**src/include/ddc_ctrl_pkg.sv**
```systemverilog
// Shared constants for the down-converter overrange and oscillator preset control
package ddc_ctrl_pkg;
  // Register indices as printed; byte address is four times the index
  localparam logic [11:0] IDX_THR_I = 12'h206;
  localparam logic [11:0] IDX_THR_Q = 12'h207;
  localparam logic [11:0] IDX_PERIOD = 12'h208;
  localparam logic [11:0] IDX_SRC_MODE = 12'h20c;
  localparam logic [11:0] IDX_SELECT = 12'h20d;
  localparam logic [11:0] IDX_RDIV = 12'h20e;
  localparam logic [11:0] IDX_LINK_CTRL = 12'h210;
  localparam logic [11:0] IDX_STATUS = 12'h211;
  localparam logic [11:0] IDX_FREQ_BASE = 12'h220;
  localparam logic [11:0] IDX_PHASE_BASE = 12'h228;
  localparam logic [11:0] IDX_DELAY_BASE = 12'h230;
  localparam int ADDR_W = 14;
  // Field positions
  localparam int PERIOD_EXP_LSB = 0;
  localparam int PERIOD_EXP_W = 3;
  localparam int SRC_MODE_BIT = 0;
  localparam int SELECT_LSB = 0;
  localparam int PRESET_IDX_W = 3;
  localparam int LINK_EN_BIT = 0;
  // Reset values
  localparam logic [7:0] THR_I_RST = 8'hf2;
  localparam logic [7:0] THR_Q_RST = 8'hab;
  localparam logic [2:0] PERIOD_EXP_RST = 3'h0;
  localparam logic SRC_MODE_RST = 1'b0;
  localparam logic LINK_EN_RST = 1'b0;
  localparam logic [2:0] SELECT_RST = 3'h0;
  localparam logic [15:0] RDIV_RST = 16'h0000;
  localparam logic [31:0] FREQ_RST = 32'hc0000000;
  localparam logic [15:0] PHASE_RST = 16'h0000;
  localparam logic [7:0] DELAY_RST = 8'hff;
  // Threshold scale: thresholds are fractions of 256 of full scale
  localparam int THR_FRAC_W = 8;
  // Rational divisor multiplier is 128
  localparam int RDIV_SHIFT = 7;
  localparam int MOD_W = 16 + RDIV_SHIFT;
  // Base monitoring period in samples, scaled by two to the period exponent
  localparam int OVR_BASE_PERIOD = 16;
endpackage

```
**src/include/nco_cfg_if.sv**
```systemverilog
// Bundle between the control core and the oscillator phase accumulator
`timescale 1ns/1ns
interface nco_cfg_if;
  logic [31:0] freq_word;
  logic [15:0] phase_word;
  logic [15:0] rdiv;
  logic [31:0] phase;
  logic [22:0] modulus;
  modport ctrl (output freq_word, output phase_word, output rdiv, input phase, input modulus);
  modport nco (input freq_word, input phase_word, input rdiv, output phase, output modulus);
endinterface

```
**src/logic/ovr_detect.sv**
```systemverilog
// Per-channel overrange detector with monitoring-window hold
`timescale 1ns/1ns
module ovr_detect
  import ddc_ctrl_pkg::*;
#(
  parameter int SAMPLE_W = 15
) (
  input wire logic mclk_i,
  input wire logic arst_n_i,
  input wire logic valid_i,
  input wire logic signed [SAMPLE_W-1:0] sample_i,
  input wire logic [7:0] threshold_i,
  input wire logic window_end_i,
  output logic flag_o
);
  logic [SAMPLE_W-1:0] mag;
  logic [SAMPLE_W-1:0] level;
  logic exceed;
  logic held_q;

  if (SAMPLE_W < THR_FRAC_W + 2) begin : g_chk
    $error("ovr_detect: SAMPLE_W too small");
  end

  // Magnitude against threshold scaled as a fraction of 256 of full scale
  always_comb begin
    mag = sample_i[SAMPLE_W-1] ? SAMPLE_W'(-sample_i) : SAMPLE_W'(sample_i);
    level = SAMPLE_W'({threshold_i, {(SAMPLE_W-1-THR_FRAC_W){1'b0}}});
    exceed = valid_i && (mag >= level);
  end

  // Hold over the window; a new exceed wins over the window-end clear
  always_ff @(posedge mclk_i or negedge arst_n_i) begin
    if (!arst_n_i) begin
      held_q <= 1'b0;
    end else if (exceed) begin
      held_q <= 1'b1;
    end else if (window_end_i) begin
      held_q <= 1'b0;
    end
  end

  assign flag_o = exceed | held_q;
endmodule

```
**src/logic/nco_accum.sv**
```systemverilog
// Oscillator phase accumulator, plain 32-bit or rational modulus
`timescale 1ns/1ns
module nco_accum
  import ddc_ctrl_pkg::*;
(
  input wire logic mclk_i,
  input wire logic arst_n_i,
  nco_cfg_if.nco cfg
);
  logic [31:0] acc_q;
  logic [31:0] acc_d;
  logic [MOD_W-1:0] modulus;
  logic [MOD_W:0] rsum;
  logic [MOD_W+15:0] ph_prod;
  logic [MOD_W:0] psum;
  logic rational;

  // Modulus is 128 times the divisor; zero divisor means plain binary wrap
  always_comb begin
    rational = (cfg.rdiv != 16'h0000);
    modulus = {cfg.rdiv, {RDIV_SHIFT{1'b0}}};
    rsum = {1'b0, acc_q[MOD_W-1:0]} + {1'b0, cfg.freq_word[MOD_W-1:0]};
    if (!rational) begin
      acc_d = acc_q + cfg.freq_word;
    end else if (rsum >= {1'b0, modulus}) begin
      acc_d = 32'(rsum - {1'b0, modulus});
    end else begin
      acc_d = 32'(rsum);
    end
  end

  // Accumulator runs on every sample clock
  always_ff @(posedge mclk_i or negedge arst_n_i) begin
    if (!arst_n_i) begin
      acc_q <= 32'h00000000;
    end else begin
      acc_q <= acc_d;
    end
  end

  // Phase offset MSB-justified, scaled onto the modulus in rational mode
  always_comb begin
    ph_prod = {{MOD_W{1'b0}}, cfg.phase_word} * {16'h0000, modulus};
    psum = {1'b0, acc_q[MOD_W-1:0]} + {1'b0, ph_prod[MOD_W+15:16]};
    if (!rational) begin
      cfg.phase = acc_q + {cfg.phase_word, 16'h0000};
    end else if (psum >= {1'b0, modulus}) begin
      cfg.phase = 32'(psum - {1'b0, modulus});
    end else begin
      cfg.phase = 32'(psum);
    end
    cfg.modulus = rational ? modulus : 23'h000000;
  end
endmodule

```
**src/logic/ddc_overrange_and_nco_preset_ctrl.sv**
```systemverilog
// Overrange flagging and oscillator preset control for the down-converter
`timescale 1ns/1ns
module ddc_overrange_and_nco_preset_ctrl
  import ddc_ctrl_pkg::*;
#(
  parameter int SAMPLE_W = 15,
  parameter int NUM_PRESETS = 8,
  parameter int BASE_PERIOD = OVR_BASE_PERIOD
) (
  input wire logic mclk_i,
  input wire logic arst_n_i,
  // Register port
  input wire logic [ADDR_W-1:0] reg_addr_i,
  input wire logic [31:0] reg_wdata_i,
  input wire logic reg_wr_i,
  input wire logic reg_rd_i,
  output logic [31:0] reg_rdata_o,
  // Preset index pins, asynchronous
  input wire logic [2:0] preset_index_pins_i,
  // Down-converter output samples
  input wire logic sample_valid_i,
  input wire logic signed [SAMPLE_W-1:0] sample_i_i,
  input wire logic signed [SAMPLE_W-1:0] sample_q_i,
  // Samples with attached flag bits towards the link transmitter
  output logic link_valid_o,
  output logic [SAMPLE_W:0] link_i_o,
  output logic [SAMPLE_W:0] link_q_o,
  output logic link_encoder_enable_o,
  // Active preset towards the down-converter datapath
  output logic [2:0] active_preset_o,
  output logic [31:0] osc_frequency_word_o,
  output logic [15:0] osc_phase_offset_o,
  output logic [7:0] downconv_delay_setting_o,
  output logic [31:0] osc_phase_o,
  output logic [22:0] osc_modulus_o
);
  // Window counter width covers the longest scaled period
  localparam int WIN_W = $clog2(BASE_PERIOD) + 8;

  // Refuse parameter values the logic cannot serve
  if (NUM_PRESETS != 8) begin : g_chk_presets
    $error("NUM_PRESETS must be 8 for a 3-bit index");
  end
  if (BASE_PERIOD < 1 || BASE_PERIOD > 4096) begin : g_chk_period
    $error("BASE_PERIOD out of range");
  end
  if (SAMPLE_W < THR_FRAC_W + 2) begin : g_chk_width
    $error("SAMPLE_W too narrow for an 8-bit threshold");
  end
  if (PRESET_IDX_W != $clog2(NUM_PRESETS)) begin : g_chk_index
    $error("Preset index width does not match NUM_PRESETS");
  end

  // Bundle towards the phase accumulator
  nco_cfg_if nco_bus ();

  // Configuration registers
  logic [7:0] overrange_threshold_i_q;
  logic [7:0] overrange_threshold_q_q;
  logic [2:0] overrange_period_exp_q;
  logic preset_source_mode_q;
  logic [2:0] preset_index_select_q;
  logic [15:0] rational_step_divisor_q;
  logic link_encoder_enable_q;
  logic [31:0] freq_q [NUM_PRESETS];
  logic [15:0] phase_q [NUM_PRESETS];
  logic [7:0] delay_q [NUM_PRESETS];

  // Bus decode
  logic [11:0] idx;
  logic word_ok;
  logic [2:0] sub;
  assign idx = reg_addr_i[ADDR_W-1:2];
  assign word_ok = (reg_addr_i[1:0] == 2'b00);
  assign sub = idx[2:0];

  // Threshold, period and link control writes
  always_ff @(posedge mclk_i or negedge arst_n_i) begin
    if (!arst_n_i) begin
      overrange_threshold_i_q <= THR_I_RST;
      overrange_threshold_q_q <= THR_Q_RST;
      overrange_period_exp_q <= PERIOD_EXP_RST;
      link_encoder_enable_q <= LINK_EN_RST;
    end else if (reg_wr_i && word_ok) begin
      case (idx)
        IDX_THR_I: overrange_threshold_i_q <= reg_wdata_i[7:0];
        IDX_THR_Q: overrange_threshold_q_q <= reg_wdata_i[7:0];
        IDX_PERIOD: begin
          overrange_period_exp_q <= reg_wdata_i[PERIOD_EXP_LSB +: PERIOD_EXP_W];
        end
        IDX_LINK_CTRL: link_encoder_enable_q <= reg_wdata_i[LINK_EN_BIT];
        default: ;
      endcase
    end
  end

  // Preset source, select and shared divisor writes
  always_ff @(posedge mclk_i or negedge arst_n_i) begin
    if (!arst_n_i) begin
      preset_source_mode_q <= SRC_MODE_RST;
      preset_index_select_q <= SELECT_RST;
      rational_step_divisor_q <= RDIV_RST;
    end else if (reg_wr_i && word_ok) begin
      case (idx)
        IDX_SRC_MODE: preset_source_mode_q <= reg_wdata_i[SRC_MODE_BIT];
        IDX_SELECT: preset_index_select_q <= reg_wdata_i[SELECT_LSB +: PRESET_IDX_W];
        IDX_RDIV: rational_step_divisor_q <= reg_wdata_i[15:0];
        default: ;
      endcase
    end
  end

  // Preset table: eight frequency, phase and delay entries
  always_ff @(posedge mclk_i or negedge arst_n_i) begin
    if (!arst_n_i) begin
      for (int p = 0; p < NUM_PRESETS; p++) begin
        freq_q[p] <= FREQ_RST;
        phase_q[p] <= PHASE_RST;
        delay_q[p] <= DELAY_RST;
      end
    end else if (reg_wr_i && word_ok) begin
      if (idx[11:3] == IDX_FREQ_BASE[11:3]) begin
        freq_q[sub] <= reg_wdata_i;
      end
      if (idx[11:3] == IDX_PHASE_BASE[11:3]) begin
        phase_q[sub] <= reg_wdata_i[15:0];
      end
      if (idx[11:3] == IDX_DELAY_BASE[11:3]) begin
        delay_q[sub] <= reg_wdata_i[7:0];
      end
    end
  end

  // Two-flop synchroniser on the preset pins; only the second stage feeds
  // the preset choice, so no metastable first-stage value can pick an entry
  logic [2:0] pins_meta_q;
  logic [2:0] pins_sync_q;
  always_ff @(posedge mclk_i or negedge arst_n_i) begin
    if (!arst_n_i) begin
      pins_meta_q <= 3'h0;
      pins_sync_q <= 3'h0;
    end else begin
      pins_meta_q <= preset_index_pins_i;
      pins_sync_q <= pins_meta_q;
    end
  end

  // Active preset choice by source mode
  // Register mode acts on the next clock, pin mode on the third clock after a pin change
  logic [2:0] preset_sel;
  always_comb begin
    if (preset_source_mode_q) begin
      preset_sel = preset_index_select_q;
    end else begin
      preset_sel = pins_sync_q;
    end
  end

  // Frequency, phase and delay of the chosen preset applied together
  logic [2:0] active_q;
  logic [31:0] act_freq_q;
  logic [15:0] act_phase_q;
  logic [7:0] act_delay_q;
  always_ff @(posedge mclk_i or negedge arst_n_i) begin
    if (!arst_n_i) begin
      active_q <= 3'h0;
      act_freq_q <= FREQ_RST;
      act_phase_q <= PHASE_RST;
      act_delay_q <= DELAY_RST;
    end else begin
      active_q <= preset_sel;
      act_freq_q <= freq_q[preset_sel];
      act_phase_q <= phase_q[preset_sel];
      act_delay_q <= delay_q[preset_sel];
    end
  end

  // Active preset outputs
  assign active_preset_o = active_q;
  assign osc_frequency_word_o = act_freq_q;
  assign osc_phase_offset_o = act_phase_q;
  assign downconv_delay_setting_o = act_delay_q;

  // Accumulator configuration: one divisor for every preset
  assign nco_bus.freq_word = act_freq_q;
  assign nco_bus.phase_word = act_phase_q;
  assign nco_bus.rdiv = rational_step_divisor_q;

  // Phase accumulator shared by all presets
  nco_accum u_nco (
    .mclk_i(mclk_i),
    .arst_n_i(arst_n_i),
    .cfg(nco_bus.nco)
  );

  // Registered accumulator phase and modulus
  logic [31:0] osc_phase_q;
  logic [22:0] osc_modulus_q;
  always_ff @(posedge mclk_i or negedge arst_n_i) begin
    if (!arst_n_i) begin
      osc_phase_q <= 32'h00000000;
      osc_modulus_q <= 23'h000000;
    end else begin
      osc_phase_q <= nco_bus.phase;
      osc_modulus_q <= nco_bus.modulus;
    end
  end

  // Accumulator outputs
  assign osc_phase_o = osc_phase_q;
  assign osc_modulus_o = osc_modulus_q;

  // Monitoring window length doubles with each exponent step
  logic [WIN_W-1:0] win_len;
  logic [WIN_W-1:0] win_cnt_q;
  logic win_end;
  always_comb begin
    win_len = WIN_W'(BASE_PERIOD) << overrange_period_exp_q;
    win_end = sample_valid_i && (win_cnt_q == win_len - WIN_W'(1));
  end

  // Window counter held at zero while the link encoder is off, so a
  // period change made then starts the window at the first sample
  always_ff @(posedge mclk_i or negedge arst_n_i) begin
    if (!arst_n_i) begin
      win_cnt_q <= '0;
    end else if (!link_encoder_enable_q) begin
      win_cnt_q <= '0;
    end else if (win_end || win_cnt_q >= win_len) begin
      win_cnt_q <= '0;
    end else if (sample_valid_i) begin
      win_cnt_q <= win_cnt_q + WIN_W'(1);
    end
  end

  // Overrange detectors for I and Q
  logic flag_i;
  logic flag_q;
  ovr_detect #(.SAMPLE_W(SAMPLE_W)) u_ovr_i (
    .mclk_i(mclk_i),
    .arst_n_i(arst_n_i),
    .valid_i(sample_valid_i),
    .sample_i(sample_i_i),
    .threshold_i(overrange_threshold_i_q),
    .window_end_i(win_end),
    .flag_o(flag_i)
  );
  ovr_detect #(.SAMPLE_W(SAMPLE_W)) u_ovr_q (
    .mclk_i(mclk_i),
    .arst_n_i(arst_n_i),
    .valid_i(sample_valid_i),
    .sample_i(sample_q_i),
    .threshold_i(overrange_threshold_q_q),
    .window_end_i(win_end),
    .flag_o(flag_q)
  );

  // Samples leave with their flag bit in bit 0
  logic link_valid_q;
  logic [SAMPLE_W:0] link_i_q;
  logic [SAMPLE_W:0] link_q_q;
  always_ff @(posedge mclk_i or negedge arst_n_i) begin
    if (!arst_n_i) begin
      link_valid_q <= 1'b0;
      link_i_q <= '0;
      link_q_q <= '0;
    end else begin
      link_valid_q <= sample_valid_i;
      if (sample_valid_i) begin
        link_i_q <= {sample_i_i, flag_i};
        link_q_q <= {sample_q_i, flag_q};
      end
    end
  end

  // Link outputs
  assign link_valid_o = link_valid_q;
  assign link_i_o = link_i_q;
  assign link_q_o = link_q_q;
  assign link_encoder_enable_o = link_encoder_enable_q;

  // Read mux, answered one cycle after the strobe
  logic [31:0] rd_mux;
  always_comb begin
    rd_mux = 32'h00000000;
    if (word_ok) begin
      case (idx)
        IDX_THR_I: rd_mux = {24'h000000, overrange_threshold_i_q};
        IDX_THR_Q: rd_mux = {24'h000000, overrange_threshold_q_q};
        IDX_PERIOD: rd_mux = {29'h00000000, overrange_period_exp_q};
        IDX_SRC_MODE: rd_mux = {31'h00000000, preset_source_mode_q};
        IDX_SELECT: rd_mux = {29'h00000000, preset_index_select_q};
        IDX_RDIV: rd_mux = {16'h0000, rational_step_divisor_q};
        IDX_LINK_CTRL: rd_mux = {31'h00000000, link_encoder_enable_q};
        IDX_STATUS: rd_mux = {24'h000000, flag_q, flag_i, 3'h0, active_q};
        default: begin
          if (idx[11:3] == IDX_FREQ_BASE[11:3]) begin
            rd_mux = freq_q[sub];
          end else if (idx[11:3] == IDX_PHASE_BASE[11:3]) begin
            rd_mux = {16'h0000, phase_q[sub]};
          end else if (idx[11:3] == IDX_DELAY_BASE[11:3]) begin
            rd_mux = {24'h000000, delay_q[sub]};
          end
        end
      endcase
    end
  end

  // Read data stands only in the cycle after the strobe
  logic [31:0] rdata_q;
  always_ff @(posedge mclk_i or negedge arst_n_i) begin
    if (!arst_n_i) begin
      rdata_q <= 32'h00000000;
    end else if (reg_rd_i) begin
      rdata_q <= rd_mux;
    end else begin
      rdata_q <= 32'h00000000;
    end
  end

  // Read data output
  assign reg_rdata_o = rdata_q;
endmodule

```
**config.mk**
```make
export PLATFORM = sky130hd
export DESIGN_NAME = ddc_overrange_and_nco_preset_ctrl
export DESIGN_NICKNAME = d
export VERILOG_FILES = /design/src/include/ddc_ctrl_pkg.sv /design/src/include/nco_cfg_if.sv /design/src/logic/ovr_detect.sv /design/src/logic/nco_accum.sv /design/src/logic/ddc_overrange_and_nco_preset_ctrl.sv
export SDC_FILE = /design/constraint.sdc
export NUM_CORES = 2
export LEC_CHECK = 0
export ABC_AREA = 1
export BUFFER_PORTS_ARGS = -buffer_cell sky130_fd_sc_hd__buf_2
export CAP_MARGIN = 10
export CORE_MARGIN = 5
export CORE_UTILIZATION = 55
export CTS_BUF_LIST = sky130_fd_sc_hd__clkbuf_16
export DETAILED_ROUTE_END_ITERATION = 6
export GPL_TIMING_DRIVEN = 0
export PLACE_DENSITY = 0.7
export SYNTH_ARGS = -nofsm -noshare
export SYNTH_HDL_FRONTEND = slang
export SYNTH_SLANG_ARGS = --single-unit
```
**constraint.sdc**
```tcl
create_clock -name mclk_i -period 9.32 [get_ports mclk_i]
set_clock_uncertainty 0.1 [all_clocks]
set_input_delay 1.398 -clock mclk_i [delete_from_list [all_inputs] [get_ports mclk_i]]
set_output_delay 1.398 -clock mclk_i [all_outputs]
set_load 0.005 [all_outputs]
```
## Word-level counts from Yosys, hierarchy flattened

Cells that the tools add are included.

| cells by class | value |
|---|---|
| reduce and logical (&&, ||, !) cells | 20 |
| shift-type cells | 1 |
| order comparisons | 8 |
| muxes and demuxes | 47 |
| equal/unequal tests | 13 |
| add/sub/neg operators | 10 |
| bitwise operators | 4 |
| multipliers | 1 |

Operator list:

| cell | count |
|---|---|
| 32-bit 2-to-1 mux | 12 |
| 256-bit bitwise mux | 1 |
| 32-bit one-hot mux with 8 select lines | 1 |
| 32-bit binary-select mux with 3-bit select | 2 |
| 128-bit bitwise mux | 1 |
| 16-bit binary-select mux with 3-bit select | 2 |
| 32-bit demux with 3-bit select | 1 |
| 12-bit by 10-bit == test with 1-bit output, second input constant | 8 |
| 16-bit 2-to-1 mux | 6 |
| 32-bit adder | 2 |
| 64-bit bitwise mux | 1 |
| 24-bit by 23-bit subtractor with 25-bit output | 2 |
| 23-bit by 23-bit adder with 24-bit output | 2 |
| 8-bit binary-select mux with 3-bit select | 2 |
| 16-bit demux with 3-bit select | 1 |
| 24-bit by 23-bit greater-or-equal comparator with 1-bit output | 2 |
| 8-bit 2-to-1 mux | 6 |
| 12-bit 2-to-1 mux | 3 |
| 16-bit by 16-bit multiplier with 32-bit output | 1 |
| 15-bit by 14-bit greater-or-equal comparator with 1-bit output | 2 |
| 15-bit 2-to-1 mux | 2 |
| 15-bit negator | 2 |
| 9-bit by 7-bit == test with 1-bit output, second input constant | 3 |
| 8-bit demux with 3-bit select | 1 |
| other kinds (19) | 38 |

| storage, ports and cells | value |
|---|---|
| register bits after elaboration | 719 |
| input port bits | 84 |
| output and inout port bits | 180 |
| word-level logic and storage cells | 151 |

## Longest topological paths before layout

| depth | value |
|---|---|
| word-level depth | 10 |
| gate-level depth with buffers | 51 |
| mapped depth without buffers | 49 |

## By module

Synthesis repeated with hierarchy kept, for this count alone.

| second synthesis, totals | value |
|---|---|
| cells, all modules | 6898 |
| area total of the unflattened synthesis | 50674.9 um^2 |

Modules (own cells, without submodules):

| module | seq. area each (um^2) | area an instance (um^2) | cells each | times used |
|---|---|---|---|---|
| ddc_overrange_and_nco_preset_ctrl | 17266.6 | 32696.4 | 4107 | 1 |
| nco_accum | 800.8 | 16955.0 | 2615 | 1 |
| ovr_detect | 25.0 | 511.7 | 88 | 2 |

## Worst setup path after synthesis

OpenSTA, ideal clock, no wires.

| timing path | value |
|---|---|
| kind | reg2reg |
| from | register act_phase_q[7], in the netlist osc_phase_offset_o[7] |
| to | register osc_phase_q[18], in the netlist osc_phase_o[18] |
| buffers on the path | 3 |
| setup time | 0.120 ns |
| period minus slack after synthesis | 8.199 ns |
| stages on the path, launching flop included | 41 |
| required time | 9.099 ns |
| slack | 1.121 ns |
| data arrival time | 7.979 ns |
| path through | dfrtp_1 clkbuf_1 clkbuf_1 nand2_1 fa_1 inv_1 fa_1 inv_1 fa_1 inv_1 fa_1 fa_1 inv_1 fa_1 inv_1 ha_1 nand2_1 nor4_1 [5 not listed] inv_1 a21oi_1 nand2_1 xnor2_1 ha_1 inv_1 fa_1 nand3_1 nand3_1 nand2_1 nand2_1 nand3_1 o211ai_1 nor2_4 buf_2 nand3_1 nand3_1 nand2_1 |

| on the way | value |
|---|---|
| word-level cells in the longest chain between the ends | 5 |
| elaborated cells on any way between the ends | 6 |
| those cells by class | add/sub: 2; mul: 1; order compare: 1; mux: 2 |

Ends and longest elaborated chain:

| item | line | text |
|---|---|---|
| from (decl) | ddc_overrange_and_nco_preset_ctrl.sv:162 | `logic [15:0] act_phase_q;` |
| from (signal assigned) | ddc_overrange_and_nco_preset_ctrl.sv:173 | `act_phase_q <= phase_q[preset_sel];` |
| 16-bit by 16-bit multiplier with 32-bit output (*) | nco_accum.sv:43 | `ph_prod = {{MOD_W{1'b0}}, cfg.phase_word} * {16'h0000, modulus};` |
| 23-bit by 23-bit adder with 24-bit output (*) | nco_accum.sv:44 | `psum = {1'b0, acc_q[MOD_W-1:0]} + {1'b0, ph_prod[MOD_W+15:16]};` |
| 24-bit by 23-bit subtractor with 25-bit output / 24-bit by 23-bit greater-or-equal comparator with 1-bit output (equally long branches) | nco_accum.sv:48, nco_accum.sv:47 |  |
| 32-bit 2-to-1 mux (*) | nco_accum.sv:47 | `end else if (psum >= {1'b0, modulus}) begin` |
| 32-bit 2-to-1 mux (*) | nco_accum.sv:45 | `if (!rational) begin` |
| named net nco_bus.phase[18] | nco_cfg_if.sv:7 | `logic [31:0] phase;` |
| to (signal assigned) | ddc_overrange_and_nco_preset_ctrl.sv:204 | `osc_phase_q <= nco_bus.phase;` |
| to (decl) | ddc_overrange_and_nco_preset_ctrl.sv:197 | `logic [31:0] osc_phase_q;` |

The timed path passes the listed nets; every way through them passes the cells marked *.
A chain may end at the register's enable or synchronous reset.

## Final worst setup path

| timing path | value |
|---|---|
| from | register act_phase_q[5], in the netlist osc_phase_offset_o[5] |
| to | register osc_phase_q[7], in the netlist osc_phase_o[7] |

Same word-level chain as after synthesis.

==> key figures <==
Worst hold path
  – Endpoint, Worst Hold: pins_sync_q[0]
  – Worst Hold Class: reg -> reg
  – Hold path startpoint: pins_meta_q[0]
  – Hold Crit Depth: 0

Critical path
  – Critical Path Slowest Stage Cell: fa_1
  – Critical Path End Type: flop
  – CP most frequent cell: inv_1
  – CP Data Required Time: 9.74 ns
  – Nature of the critical path startpoint: flop
  – Reg-to-reg startpoint: osc_phase_offset_o[5]
  – Reg-to-reg slack, setup: approximately 0.14 ns
  – Critical R2R Capture: osc_phase_o[7]
  – Slowest cell delay on critical path: approximately 0.54 ns
  – Data arrival, critical path: approximately 9.6 ns
  – Worst Path Max Fanout: 10
  – CP Class: reg -> reg
  – Reg2Reg Depth: between 40 and 50

Floorplan
  – Die Area: 0.0946 sq mm
  – Num rows: between 100 and 150
  – Initial Utilization: a little under three fifths
  – Core area: about 0.088 sq mm
  – Ports: ~260
  – Die width: around 300 um
  – Die height: ~310 um

Global routing
  – Vias in the first global route: 46900
  – Largest net degree at the start of global routing: 120
  – Grt ovf: 0
  – Antenna violations before repair: 6
  – Gr usage total: ~41%
  – First-pass GRT wire length: 294000 um

Drt
  – Detailed-route via count: 49100
  – Final wirelength: 199000 um
  – Post-DR wirelength/cell: around 25 um
  – Drt via density: around 6
  – Post-DRT Antenna Nets: 0
  – Drc violations: 0
  – Drt pass-1 iters: 7
  – Iter 0 DRT Violations: slightly below 7000

Run status
  – Status: finished with violations
  – Violated checks: max-capacitance violations, max-slew violations

Synth
  – Sequential share of the synthesized area: a little under two fifths
  – Synth warn: 0
  – Mapped Area: 0.0487 sq mm
  – Syn Area/Cell: 7.63 sq um
  – Synth cell count leaders: 1563 x nand2_1, 817 x o21ai_0, 815 x inv_1
  – Most common cell in the netlist: nand2_1
  – Leading area contributor after synthesis: dfrtp_1
  – Synth Flop Type: dfrtp_1
  – Share of the synthesized area in the top cell type: between 30% and 40%
  – Async SR Flop Fraction: between 90% and 100%
  – Cells after Synth: 6384
  – Netlist cell types: 53
  – Flops & latches, synth: 712
  – Post-synth EDFFs: 0
  – Synth area leaders: dfrtp_1 31%, nand2_1 12%, o21ai_0 8.4%

Pwr
  – Peak supply drop: 0.177 mV
  – PwrDens: between 150 and 200 mW/mm^2
  – Power Total: between 9 and 10 mW
  – P_leak: between 20 and 30 nW

Timing
  – Final setup vio count: 0
  – Post-route setup TNS: 0 ns
  – Worst Tran Pin Value: ~1.5 ns
  – F_max: between 0.1 and 0.15 GHz
  – Minimum clock period: about 9 ns
  – Final period util: roughly 98%
  – Final Hold Vio Count: 0
  – Final Slew Violations: 10
  – Final worst setup slack: 0.144 ns
  – Worst rel slew slack: -0.410%

Finish
  – Fin util: roughly 63%
  – Finished Layout Cells: roughly 8000
  – Ratio of cells with drive above 1 in the final layout: roughly 11%
  – Layout net count: a little over 7000
  – Area growth from synthesis to layout: 13.5%

Clock tree
  – Hold bufs inserted after CTS: 0
  – Clk sinks: slightly above 700
  – Clock transition at path regs: around 0.06 ns
  – Worst-Skew Late Latency: 0.68 ns
  – CTS H-Tree Depth: 3
  – CTS Root Cell: clkbuf_16
  – TritonCTS clock tree: yes
  – Total CTS buffers: between 80 and 90
  – CTS max path bufs: 3

Placement
  – Placed Cells incl. Taps: 7816
  – Final HPWL DP: roughly 150000 um
  – PortBufs: around 250
  – Final RePlAce weighted congestion: 1.05
  – Pre-CTS WS: -1.20 ns

Flow run
  – Number of max-cap violations: 1
-- what timing repair did --
item,4_1_cts,5_1_grt
pin swaps,2,18
setup buffers,9,14
endpoints found under the setup margin,25,25
resized for setup,109,145
cloned,0,1
-- area by class of cell --
cell class | count | area (sq um)
clock buffer | 82 | 2050
buffer | 383 | 1780
antenna | 4 | 10.0
timing repair buffer | 285 | 1630
sequential | 712 | 18000
multi-input combinational | 4466 | 26600
inverter | 821 | 3080
fill | 8040 | 32800
clock inverter | 68 | 717
tap | 1165 | 1460
-- layer usage --
layer	part of all wire [%]	global-route usage [%]
met5	0.066	1.06
met2	43	61.9
met3	12	11.4
met4	8.4	27.2
met1	37	51.9
-- worst max path at each step --
stage	from	endpoint
6_report	osc_phase_offset_o[5]	osc_phase_o[7]
5_1_grt	osc_phase_offset_o[5]	osc_phase_o[14]
4_1_cts	nco_bus.rdiv[11]	osc_phase_o[14]
3_5_place_dp	osc_phase_offset_o[9]	osc_phase_o[13]
3_3_place_gp	arst_n_i	osc_phase_o[21]
2_1_floorplan	osc_phase_offset_o[7]	osc_phase_o[18]
-- worst max-delay path: cells and delay by family, from the launching register on --
| family | cells | cell delay [ns] |
|---|---|---|
| adder cells (fa/ha/maj) | 9 | 3.93 |
| AND/OR/NAND/NOR | 15 | 1.91 |
| XOR/XNOR | 2 | 0.53 |
| AO/OA/AOI/OAI | 5 | 0.80 |
| flip-flops | 1 | 0.45 |
| buffers and inverters | 13 | 1.30 |
-- sequential cells by signal, indices dropped and copies added (netlist names), 8 cells and up --
signal,flops
delay_q,64
downconv_delay_setting_o,8
freq_q,256
link_i_o,16
link_q_o,16
nco_bus.rdiv,16
osc_frequency_word_o,32
osc_modulus_o,16
osc_phase_o,32
osc_phase_offset_o,16
overrange_threshold_i_q,8
overrange_threshold_q_q,8
phase_q,128
reg_rdata_o,32
u_nco.acc_q,32
win_cnt_q,12
-- logic make-up (layout without fill, tap and decap cells) --
family / count (synthesis) / in the layout / share of synthesized area [%]
simple gates: 2333 / 2333 / 19.4
compound gates: 1583 / 1583 / 18.1
buf+inv: 1212 / 1639 / 9.55
flops: 712 / 712 / 36.8
fa+ha+maj: 429 / 429 / 14.1
xor+xnor: 114 / 114 / 2.05
other cells: 1 / 11 / 0.00770
-- report_power, final --
group	total, mW	switching, mW	internal, mW
Clock	3.40	1.43	1.97
Sequential	3.34	0.129	3.21
Combinational	2.34	1.51	0.835
-- per-stage QoR --
step           instance area, sq um  hold WS (ns)
6_report                      55300         0.245
5_1_grt                       55300         0.264
4_1_cts                       54700         0.248
3_5_place_dp                  51600         0.238
3_3_place_gp                  51500         0.234
2_1_floorplan                 48700         0.231
-- cell usage in the layout (no fill, tap or decap), types with 98 or more instances in the layout --
cell type	netlist	layout
dfrtp_1	612	595
o221ai_1	98	98
nor2_1	448	442
dfstp_2	100	100
nand3_1	190	187
ha_1	231	211
a21oi_1	306	289
nand2_1	1563	1554
fa_1	198	198
buf_2	55	304
o21ai_0	817	805
inv_1	815	823
clkbuf_1	299	259
o21ai_1	93	102
No activity file was read; power rests on OpenSTA's default activity.
